--- config.mk ---
export PLATFORM = sky130hd
export DESIGN_NAME = idec_core
export DESIGN_NICKNAME = d
export VERILOG_FILES = /design/src/idec_pkg.sv /design/src/idec_step.sv /design/src/idec_core.sv
export SDC_FILE = /design/constraint.sdc
export NUM_CORES = 1
export LEC_CHECK = 0
export ABC_AREA = 1
export BUFFER_PORTS_ARGS = -buffer_cell sky130_fd_sc_hd__clkbuf_2
export CORE_UTILIZATION = 53
export CTS_BUF_LIST = sky130_fd_sc_hd__clkbuf_4
export DETAILED_ROUTE_END_ITERATION = 10
export GPL_ROUTABILITY_DRIVEN = 0
export PLACE_DENSITY = 0.87
export SYNTH_ARGS = -nofsm -noshare
export SYNTH_HDL_FRONTEND = slang
export SYNTH_HIERARCHICAL = 1
export SYNTH_SLANG_ARGS = --single-unit
--- constraint.sdc ---
create_clock -name clock -period 2.9 [get_ports clock]
set_input_delay 0.145 -clock clock [delete_from_list [all_inputs] [get_ports clock]]
set_output_delay 0.145 -clock clock [all_outputs]
set_load 0.02 [all_outputs]
--- src/idec_pkg.sv ---
// Shared constants, encodings and carrier structs for the instruction
// execution slice (decrement, increment, skips, clears and branch).
// Assumes a single core clock and a synchronous active-low reset.
package idec_pkg;

  // ----------------------------------------------------------------
  // Widths
  // ----------------------------------------------------------------
  localparam int DATA_W  = 8;           // File register and W width
  localparam int FADDR_W = 7;           // File address, 0 to 127
  localparam int IMM_W   = 11;          // Branch immediate, 0 to 2047
  localparam int PC_W    = 15;          // Program counter width
  localparam int LATCH_W = 7;           // Page latch register width

  // ----------------------------------------------------------------
  // Field positions
  // ----------------------------------------------------------------
  localparam int PAGE_MSB = 6;          // Page latch bits feeding PC<14:11>
  localparam int PAGE_LSB = 3;

  // ----------------------------------------------------------------
  // Reset and constant values
  // ----------------------------------------------------------------
  localparam logic [DATA_W-1:0] W_RST       = 8'h00;
  localparam logic [DATA_W-1:0] CLEAR_VALUE = 8'h00; // Written by clear W
  localparam logic [DATA_W-1:0] STEP_ONE    = 8'h01; // Inc/dec step
  localparam logic [PC_W-1:0]   PC_RST      = 15'h0000;
  localparam logic              ZERO_RST    = 1'b0;
  localparam logic              TO_RST      = 1'b1;
  localparam logic              PD_RST      = 1'b1;

  // ----------------------------------------------------------------
  // Operation encoding
  // ----------------------------------------------------------------
  typedef enum logic [2:0] {
    IDEC_NOP_OP               = 3'b000,
    DECREMENT_FILE_OP         = 3'b001,
    CLEAR_WORKING_OP          = 3'b010,
    DECREMENT_SKIP_ZERO_OP    = 3'b011,
    CLEAR_WATCHDOG_OP         = 3'b100,
    ABSOLUTE_BRANCH_OP        = 3'b101,
    INCREMENT_FILE_OP         = 3'b110,
    INCREMENT_SKIP_ZERO_OP    = 3'b111
  } idec_op_t;

  // Sequencer states
  typedef enum logic [0:0] {
    IDEC_ST_EXEC = 1'b0,                // Accepting instructions
    IDEC_ST_SLOT = 1'b1                 // Squashed second cycle
  } idec_state_t;

  // Issued instruction
  typedef struct packed {
    idec_op_t             op;
    logic [FADDR_W-1:0]   faddr;
    logic                 dest;         // 0: W, 1: file register
    logic [IMM_W-1:0]     imm;
  } idec_instr_t;

  // File register write request
  typedef struct packed {
    logic                 we;
    logic [FADDR_W-1:0]   addr;
    logic [DATA_W-1:0]    data;
  } idec_fwrite_t;

endpackage : idec_pkg

--- src/idec_step.sv ---
// Plus or minus one stepper with zero detect, wrapping modulo 2**W.
// Purely combinational; the caller registers the result.
`timescale 1ns/1ps

module idec_step #(
  parameter int W = 8                   // Operand width
) (
  input  wire logic [W-1:0] operand,
  input  wire logic         decrement,
  output logic      [W-1:0] result,
  output logic              is_zero
);

  // ----------------------------------------------------------------
  // Elaboration check
  // ----------------------------------------------------------------
  if (W < 1) begin : g_bad_w
    $error("idec_step: W must be at least 1");
  end

  // ----------------------------------------------------------------
  // Step and zero detect
  // ----------------------------------------------------------------
  wire logic [W-1:0] one_w   = {{(W-1){1'b0}}, 1'b1}; // Step constant
  wire logic [W-1:0] up_w    = operand + one_w;       // Wraps at top
  wire logic [W-1:0] down_w  = operand - one_w;       // Wraps at zero

  assign result  = decrement ? down_w : up_w;
  assign is_zero = (result == '0);

endmodule : idec_step

--- src/idec_core.sv ---
// Execution slice for decrement/increment of a file register, their
// skip-on-zero forms, clear W, clear watchdog and absolute branch.
// Assumes the file read data for instr.faddr is valid with issue_valid,
// and that the watchdog itself sits outside and obeys the clear pulses.
`timescale 1ns/1ps

module idec_core
  import idec_pkg::*;
(
  input  wire logic                clock,
  input  wire logic                rst_n,
  input  wire logic                issue_valid,     // Instruction offered
  input  wire idec_instr_t         instr,           // Offered instruction
  input  wire logic [DATA_W-1:0]   file_rdata,      // Addressed file value
  input  wire logic [LATCH_W-1:0]  program_page_latch,
  input  wire logic                timeout_event,   // Watchdog expired
  input  wire logic                sleep_event,     // Entering power-down
  output logic                     issue_ready,     // Instruction taken
  output logic [DATA_W-1:0]        w_reg,           // Working register
  output logic                     zero_flag,       // Status zero bit
  output idec_fwrite_t             fwrite,          // File write pulse
  output logic                     pc_load,         // Branch pulse
  output logic [PC_W-1:0]          pc_target,       // Branch address
  output logic                     nop_slot,        // Squashed cycle
  output logic                     watchdog_counter_clear,
  output logic                     watchdog_prescaler_clear,
  output logic                     timeout_status_bit,
  output logic                     power_down_status_bit
);

  // ----------------------------------------------------------------
  // State
  // ----------------------------------------------------------------
  idec_state_t         state_q, state_d;    // Sequencer
  logic                ready_q, ready_d;    // Mirrors next state
  logic [DATA_W-1:0]   w_q, w_d;            // Working register
  logic                zero_q, zero_d;      // Zero flag
  idec_fwrite_t        fwr_q, fwr_d;        // File write request
  logic                pcl_q, pcl_d;        // PC load pulse
  logic [PC_W-1:0]     pct_q, pct_d;        // PC target hold
  logic                slot_q, slot_d;      // NOP slot marker
  logic                wclr_q, wclr_d;      // Counter clear pulse
  logic                pclr_q, pclr_d;      // Prescaler clear pulse
  logic                to_q, to_d;          // Timeout status
  logic                pd_q, pd_d;          // Power-down status

  // ----------------------------------------------------------------
  // Decode
  // ----------------------------------------------------------------
  wire logic accept    = issue_valid & ready_q;           // Taken this edge
  wire logic op_dec    = (instr.op == DECREMENT_FILE_OP);
  wire logic op_decsz  = (instr.op == DECREMENT_SKIP_ZERO_OP);
  wire logic op_inc    = (instr.op == INCREMENT_FILE_OP);
  wire logic op_incsz  = (instr.op == INCREMENT_SKIP_ZERO_OP);
  wire logic op_clear_working_op   = (instr.op == CLEAR_WORKING_OP);
  wire logic op_clear_watchdog_op = (instr.op == CLEAR_WATCHDOG_OP);
  wire logic op_branch = (instr.op == ABSOLUTE_BRANCH_OP);
  wire logic is_decr   = op_dec | op_decsz;
  wire logic is_arith  = is_decr | op_inc | op_incsz;
  wire logic is_skipop = op_decsz | op_incsz;

  // ----------------------------------------------------------------
  // Arithmetic
  // ----------------------------------------------------------------
  logic [DATA_W-1:0] step_result;           // File value plus or minus one
  logic              step_zero;             // Stepped result equals zero

  // One shared stepper; inc and dec never issue together
  idec_step #(
    .W         (DATA_W)
  ) i_idec_step (
    .operand   (file_rdata),
    .decrement (is_decr),
    .result    (step_result),
    .is_zero   (step_zero)
  );

  // ----------------------------------------------------------------
  // Control terms
  // ----------------------------------------------------------------
  wire logic do_arith  = accept & is_arith;
  wire logic to_w      = do_arith & ~instr.dest;          // Destination 0
  wire logic to_file   = do_arith & instr.dest;           // Destination 1
  wire logic do_skip   = accept & is_skipop & step_zero;
  wire logic do_branch = accept & op_branch;
  wire logic do_wdt    = accept & op_clear_watchdog_op;
  wire logic zero_upd  = accept & (op_dec | op_inc);

  // Page bits 6:3 fill PC<14:11>; full 11-bit immediate fills PC<10:0>
  wire logic [PC_W-1:0] branch_target =
    {program_page_latch[PAGE_MSB:PAGE_LSB], instr.imm};

  // ----------------------------------------------------------------
  // Sequencer: a skip or branch costs one squashed cycle
  // ----------------------------------------------------------------
  always_comb begin
    case (state_q)
      IDEC_ST_EXEC: begin
        state_d = (do_skip | do_branch) ? IDEC_ST_SLOT : IDEC_ST_EXEC;
      end
      IDEC_ST_SLOT: begin
        state_d = IDEC_ST_EXEC;             // Fetched word dropped
      end
      default: begin
        state_d = IDEC_ST_EXEC;
      end
    endcase
  end

  // Ready follows next state so the output stays a flop
  assign ready_d = (state_d == IDEC_ST_EXEC);
  assign slot_d  = do_skip | do_branch;

  // ----------------------------------------------------------------
  // Working register and zero flag
  // ----------------------------------------------------------------
  assign w_d = op_clear_working_op & accept ? CLEAR_VALUE :
               to_w             ? step_result :
                                  w_q;
  // Skip forms never touch the flag, only plain inc/dec and clear W
  assign zero_d = op_clear_working_op & accept ? 1'b1 :
                  zero_upd         ? step_zero :
                                     zero_q;

  // ----------------------------------------------------------------
  // File write, branch and watchdog outputs
  // ----------------------------------------------------------------
  assign fwr_d.we   = to_file;
  assign fwr_d.addr = instr.faddr;
  assign fwr_d.data = step_result;
  assign pcl_d      = do_branch;
  assign pct_d      = do_branch ? branch_target : pct_q;
  assign wclr_d     = do_wdt;
  assign pclr_d     = do_wdt;
  // Set by clear watchdog wins over a same-cycle clearing event
  assign to_d = do_wdt ? 1'b1 : (timeout_event ? 1'b0 : to_q);
  assign pd_d = do_wdt ? 1'b1 : (sleep_event ? 1'b0 : pd_q);

  // ----------------------------------------------------------------
  // Registers
  // ----------------------------------------------------------------
  always_ff @(posedge clock) begin
    if (!rst_n) begin
      state_q <= IDEC_ST_EXEC;
      ready_q <= 1'b1;
      w_q     <= W_RST;
      zero_q  <= ZERO_RST;
      fwr_q   <= '0;
      pcl_q   <= 1'b0;
      pct_q   <= PC_RST;
      slot_q  <= 1'b0;
      wclr_q  <= 1'b0;
      pclr_q  <= 1'b0;
      to_q    <= TO_RST;
      pd_q    <= PD_RST;
    end else begin
      state_q <= state_d;
      ready_q <= ready_d;
      w_q     <= w_d;
      zero_q  <= zero_d;
      fwr_q   <= fwr_d;
      pcl_q   <= pcl_d;
      pct_q   <= pct_d;
      slot_q  <= slot_d;
      wclr_q  <= wclr_d;
      pclr_q  <= pclr_d;
      to_q    <= to_d;
      pd_q    <= pd_d;
    end
  end

  // Ports straight from flops
  assign issue_ready              = ready_q;
  assign w_reg                    = w_q;
  assign zero_flag                = zero_q;
  assign fwrite                   = fwr_q;
  assign pc_load                  = pcl_q;
  assign pc_target                = pct_q;
  assign nop_slot                 = slot_q;
  assign watchdog_counter_clear   = wclr_q;
  assign watchdog_prescaler_clear = pclr_q;
  assign timeout_status_bit       = to_q;
  assign power_down_status_bit    = pd_q;

  // ----------------------------------------------------------------
  // Assertions
  // ----------------------------------------------------------------
  // Expected values computed independently of the stepper
  wire logic [DATA_W-1:0] dec_expect = file_rdata - STEP_ONE;
  wire logic [DATA_W-1:0] inc_expect = file_rdata + STEP_ONE;

  AST_DEC_TO_W: assert property (@(posedge clock) disable iff (!rst_n)
    accept && op_dec && !instr.dest |=>
      (w_reg == $past(dec_expect)) && !fwrite.we)
    else $error("decrement to W gave wrong value");

  AST_CLEAR_W: assert property (@(posedge clock) disable iff (!rst_n)
    accept && op_clear_working_op |=> (w_reg == CLEAR_VALUE) && zero_flag)
    else $error("clear W did not zero W and set zero flag");

  AST_SKIP_FLAG: assert property (@(posedge clock) disable iff (!rst_n)
    accept && is_skipop |=> (zero_flag == $past(zero_flag)))
    else $error("skip form changed the zero flag");

  AST_SKIP_SLOT: assert property (@(posedge clock) disable iff (!rst_n)
    accept && is_skipop && ((op_decsz ? dec_expect : inc_expect) == '0) |=>
      nop_slot && !issue_ready ##1 issue_ready && !nop_slot)
    else $error("zero skip did not squash exactly one cycle");

  AST_NO_SKIP: assert property (@(posedge clock) disable iff (!rst_n)
    accept && op_decsz && (dec_expect != '0) |=> issue_ready && !nop_slot)
    else $error("non-zero skip squashed a cycle");

  // Back-to-back clears may hold the pulse high, so the fall is checked per cycle
  AST_WDT_CLEAR: assert property (@(posedge clock) disable iff (!rst_n)
    accept && op_clear_watchdog_op |=> watchdog_counter_clear && watchdog_prescaler_clear)
    else $error("watchdog clear pulse missing");

  AST_WDT_PULSE: assert property (@(posedge clock) disable iff (!rst_n)
    !(accept && op_clear_watchdog_op) |=> !watchdog_counter_clear && !watchdog_prescaler_clear)
    else $error("watchdog clear pulse without clear watchdog");

  AST_WDT_STATUS: assert property (@(posedge clock) disable iff (!rst_n)
    accept && op_clear_watchdog_op |=> timeout_status_bit && power_down_status_bit)
    else $error("clear watchdog did not set status bits");

  AST_BRANCH_PC: assert property (@(posedge clock) disable iff (!rst_n)
    accept && op_branch |=> pc_load && (pc_target == $past(branch_target)))
    else $error("branch target wrong");

  AST_BRANCH_TWO: assert property (@(posedge clock) disable iff (!rst_n)
    accept && op_branch |=> !issue_ready ##1 issue_ready)
    else $error("branch did not take two cycles");

  AST_INC_TO_F: assert property (@(posedge clock) disable iff (!rst_n)
    accept && op_inc && instr.dest |=>
      fwrite.we && (fwrite.data == $past(inc_expect)) && (w_reg == $past(w_reg)))
    else $error("increment to file gave wrong write");

  AST_ZERO_CALC: assert property (@(posedge clock) disable iff (!rst_n)
    accept && op_inc |=> zero_flag == ($past(inc_expect) == '0))
    else $error("zero flag does not match wrapped result");

endmodule : idec_core

* Word level (Yosys, flattened, before mapping) *
Index checks and enable logic that the tools add are counted.

word-level totals
  register bits = 47
  input port bits = 42
  output and inout bits = 47
  word-level logic and storage cells = 51

operators by class
  add/sub/neg operators = 2
  equal/unequal tests = 7
  mux-type cells = 5
  bitwise logic cells = 20
  reduce and logical (&&, ||, !) cells = 4

operators with widths
  cell                                              count
  == test 3 bit, second input constant              4
  AND 1 bit                                         10
  adder 8 x 1 -> 8 bit, second input constant       1
  logical NOT 8 bit                                 1
  2-to-1 mux 8 bit                                  1
  subtractor 8 x 1 -> 8 bit, second input constant  1
  == test 3 x 2 -> 1 bit, second input constant     2
  bitwise OR 1 bit                                  6
  NOT 1 bit                                         4
  OR reduction 2 bit                                2
  == test 3 x 1 -> 1 bit, second input constant     1
  2-to-1 mux 1 bit                                  3
  one-hot mux 1 bit (2 select lines)                1
  nonzero test 2 bit                                1

* Depth between registers and ports, before layout *
  word-level depth = 9
  depth in mapped cells = 18
  gate-level depth less buffers = 18

* Hierarchy *
The synthesis kept the hierarchy.

modules (own cells, without submodules)
  module     instances  cells each  area each (sq um)
  idec_core  1          218         1716.6
  idec_step  1          80          460.4

* Least setup slack after synthesis *
OpenSTA, ideal clock, no wires.

  kind = input-to-reg
  from = in instr[21] (netlist bit)
  to = reg ready_q, in the netlist issue_ready
  data arrival time = 1849 ps
  slack = 932 ps
  cell stages on the path = 17
  buffers on the path = 0
  cells stage by stage = inv_2 nand2_2 inv_1 inv_1 fa_1 inv_1 nand2_1 nand2_1 nand3_1 nand2_1 nand2_1 nand2_2 nand2_1 nor2_2 nand4_1 a21oi_1 nand2_1

between the ends
  cells in the longest elaborated chain, start to end = 9
  elaborated cells on any way between the ends = 15
  those cells by class = eq/ne: 4; mux: 3; bitwise: 7; reduce/logical: 1

ends and longest elaborated chain
  element                                                           RTL line                          text
  from (decl)                                                       idec_core.sv:13                   input wire idec_instr_t instr,
  == test 3 x 1 -> 1 bit or == test 3 x 2 -> 1 bit (tied branches)  idec_core.sv:51, idec_core.sv:52
  bitwise OR 1 bit *                                                idec_core.sv:58                   wire logic is_decr = op_dec | op_decsz;
  named net is_decr                                                 idec_core.sv:58
  2-to-1 mux 8 bit *                                                idec_step.sv:28                   assign result = decrement ? down_w : up_w;
  logical NOT 8 bit *                                               idec_step.sv:29                   assign is_zero = (result == '0);
  named net step_zero                                               idec_core.sv:66                   logic step_zero;
  AND 1 bit *                                                       idec_core.sv:84                   wire logic do_skip = accept & is_skipop & step_zero;
  bitwise OR 1 bit *                                                idec_core.sv:99                   state_d = (do_skip | do_branch) ? IDEC_ST_SLOT : IDEC_ST_EXEC;
  2-to-1 mux 1 bit *                                                idec_core.sv:99
  one-hot mux 1 bit (2 select lines) *                              idec_core.sv:97                   case (state_q)
  NOT 1 bit *                                                       idec_core.sv:111                  assign ready_d = (state_d == IDEC_ST_EXEC);
  to (signal assigned)                                              idec_core.sv:158                  ready_q <= ready_d;
  to (decl)                                                         idec_core.sv:35                   logic ready_q, ready_d;

The timed path passes the listed nets; every way through them passes the cells marked *.
A chain may end at the register's enable or synchronous reset.

* Worst setup path in the final report *
Ends and elaborated chain as after synthesis.

==> results by group <==
Global routing
  – Vias in the first global route: 1757
  – Grt ovf: 0
  – First-pass GRT wire length: between 7000 and 8000 um
  – Tot GR Track Use: 22.83%
  – Pin count of the biggest net entering global routing: 33
  – Initial antenna violation count: 0

CTS
  – CTS Sinks: 47
  – CTS Buf Count: 5
  – TritonCTS clock tree: yes
  – Clk Latency, worst-skew pair: roughly 370 ps
  – H-tree depth: 2
  – Root Buffer: clkbuf_4
  – CTS Buffer Depth: 2
  – Clock-pin transition on the worst setup and hold timing paths: 140 ps

Floorplanning
  – Die H: 66.09 um
  – Die footprint: 4368 um^2
  – Starting Density: 57.31%
  – Boundary Pins: between 80 and 90
  – Floorplan core area: ~3800 um^2
  – Core Rows: 22
  – Die width: 66.09 um

Hold path
  – Hold Crit Depth: 3
  – Hold Crit Class: input pin to flop
  – Hold endpoint: pc_target[12]$_SDFFE_PN0P_
  – HP Start: program_page_latch[4]

Power
  – Pwr dens: 491.2 nW/um^2
  – Final Power: 1.382 mW
  – VDD IR max: around 300 uV
  – Leak Pwr: 1.607 nW

Detailed routing
  – Vias: slightly above 2000
  – Detailed-router iteration count before antenna repair: 4
  – Initial drt markers: approximately 140
  – Final ANT Viol Nets: 0
  – Routed vias/inst: 4.582
  – Post-route DRC: 0
  – Post-Route WL: 4619 um
  – WL/cell: 10.38 um

Layout
  – Most frequent cells in the layout: clkbuf_2, nand2_1, nor2_1
  – Layout cell share with drive strength beyond 1: 30.48%
  – Design Area, Final: roughly 2800 um^2
  – Nets: between 400 and 500
  – Antenna diodes: 0
  – Most common cell after layout, fill and taps aside: clkbuf_2
  – Max FFs per register: 16
  – Area growth, synth to finish: 29.20%

Yosys
  – Synth Cell Area: 2177 um^2
  – Netlist cell types: 28
  – Synth area leader: dfxtp_1
  – Yosys warning count: 6
  – Synth area leaders: dfxtp_1, nand2_1, nor2_1, inv_1, ha_1
  – Syn_nets: 348
  – Synth Register Bits: 47
  – Register area share after synthesis: 43.22%
  – Yosys top cell area share: between 40% and 50%
  – Synth Area per Inst: approximately 7.3 um^2
  – Mapped Cells: 298

Critical path
  – Worst setup SP type: input pin
  – Crit path max fanout: 8
  – Critical path type: input pin to flop
  – Worst r2r path cells: 5
  – Data arrival, critical path: between 2000 and 2500 ps
  – FF-to-FF End: issue_ready$_SDFF_PN1_
  – Worst endpoint required time: 3180 ps
  – R2r setup slk: 1550 ps
  – Critical R2R Launch: issue_ready$_SDFF_PN1_
  – CP endpoint kind: flop

Timing
  – Relative max-transition margin: 58.77%
  – Final hold slack: 21.49 ps
  – Final-report hold violation count: 0
  – Peak Freq: 501.9 MHz
  – Total negative slack: 0 ps
  – Min Tclk post-route: 1993 ps
  – Worst-Margin Slew: approximately 620 ps
  – Final Setup Violations: 0
  – Max-slew violations: 0
  – RSZ-0062 raised after global routing: no
  – Crit share post-route: 68.71%
  – Post-Route Skew: 8.657 ps

Job
  – Max-cap viol count: 0

Placed design
  – Placed cell area: 2601 um^2
  – IO Port Bufs: between 80 and 90
  – DP HPWL: 3319 um

Run status
  – Outcome: finished, final reports clean
[power by group]
part / switching [mW] / total (mW) / internal, mW
Combinational: 0.182 / 0.292 / 0.110
Clock: 0.215 / 0.397 / 0.182
Sequential: 0.0130 / 0.693 / 0.680
[worst max path at each step]
stage / slack, ps / startpoint / to / cells after the start
global placement: 610 / instr[21] / issue_ready$_SDFF_PN1_ / 18
global route: 720 / instr[21] / issue_ready$_SDFF_PN1_ / 18
floorplan: 930 / instr[21] / issue_ready$_SDFF_PN1_ / 17
detailed placement: 510 / instr[21] / issue_ready$_SDFF_PN1_ / 18
CTS: 920 / instr[21] / issue_ready$_SDFF_PN1_ / 18
finish: 910 / instr[21] / issue_ready$_SDFF_PN1_ / 18
[per-layer routing]
| layer | global-route usage, % | vias to the layer above | share of wire (%) |
|---|---|---|---|
| met5 | 0 | - | 0 |
| li1 | - | 1085 | - |
| met1 | 26.51 | 894 | 46 |
| met3 | 6.379 | 5 | 5.0 |
| met4 | 6.117 | 0 | 1.0 |
| met2 | 40.69 | 55 | 48 |
[final cells by class]
cell class,count,area [um^2]
Sequential cell,47,940.9
Inverter,56,215.2
Fill cell,316,985.9
Timing Repair Buffer,98,555.5
Clock inverter,3,43.79
Clock buffer,5,37.54
Multi-Input combinational cell,188,959.7
Tap cell,48,60.06
[cells by family after synthesis]
kind of cell	share of synthesized area, %
flops	43.22
buf+inv	12.70
fa+ha+maj	4.942
simple gates	32.87
xor+xnor	0.4024
compound gates	5.862
[per-stage QoR]
stage	setup WS [ps]	std cells	utilization (%)
5_1_grt	723.2	445	74.04
2_1_floorplan	931.6	298	-
3_3_place_gp	608.1	424	68.48
4_1_cts	918.1	445	74.04
6_report	907.5	445	74.04
3_5_place_dp	514.2	424	68.48
[cell usage after synthesis, drive strengths merged]
master and count:
nand2 72, nor2 63, inv 55, dfxtp 47, o21ai 17, nand3 16, ha 7, a21oi 5
buf 4, clkbuf 3, nand3b 2, nand4 2, a31oi 1, clkinv 1, fa 1, or2 1
xor2 1
[timing repair]
item | 4_1_cts | 5_1_grt
resized for setup | 0 | 0
buffers inserted | 0 | 0
endpoints found under the hold margin | 13 | 0
hold buffers | 13 | 0
[worst max-delay path, cell delays in order]
cell and delay (ps):
clkbuf_2 100, inv_2 130, nand2_2 80, inv_1 240
inv_1 90, fa_1 390, inv_1 100, nand2_1 50
nand2_1 70, nand3_1 90, nand2_1 70, nand2_1 50
nand2_2 60, nand2_1 60, nor2_2 140, nand4_1 130
a21oi_1 190, nand2_1 70
Power figures use the tool's default switching activity.
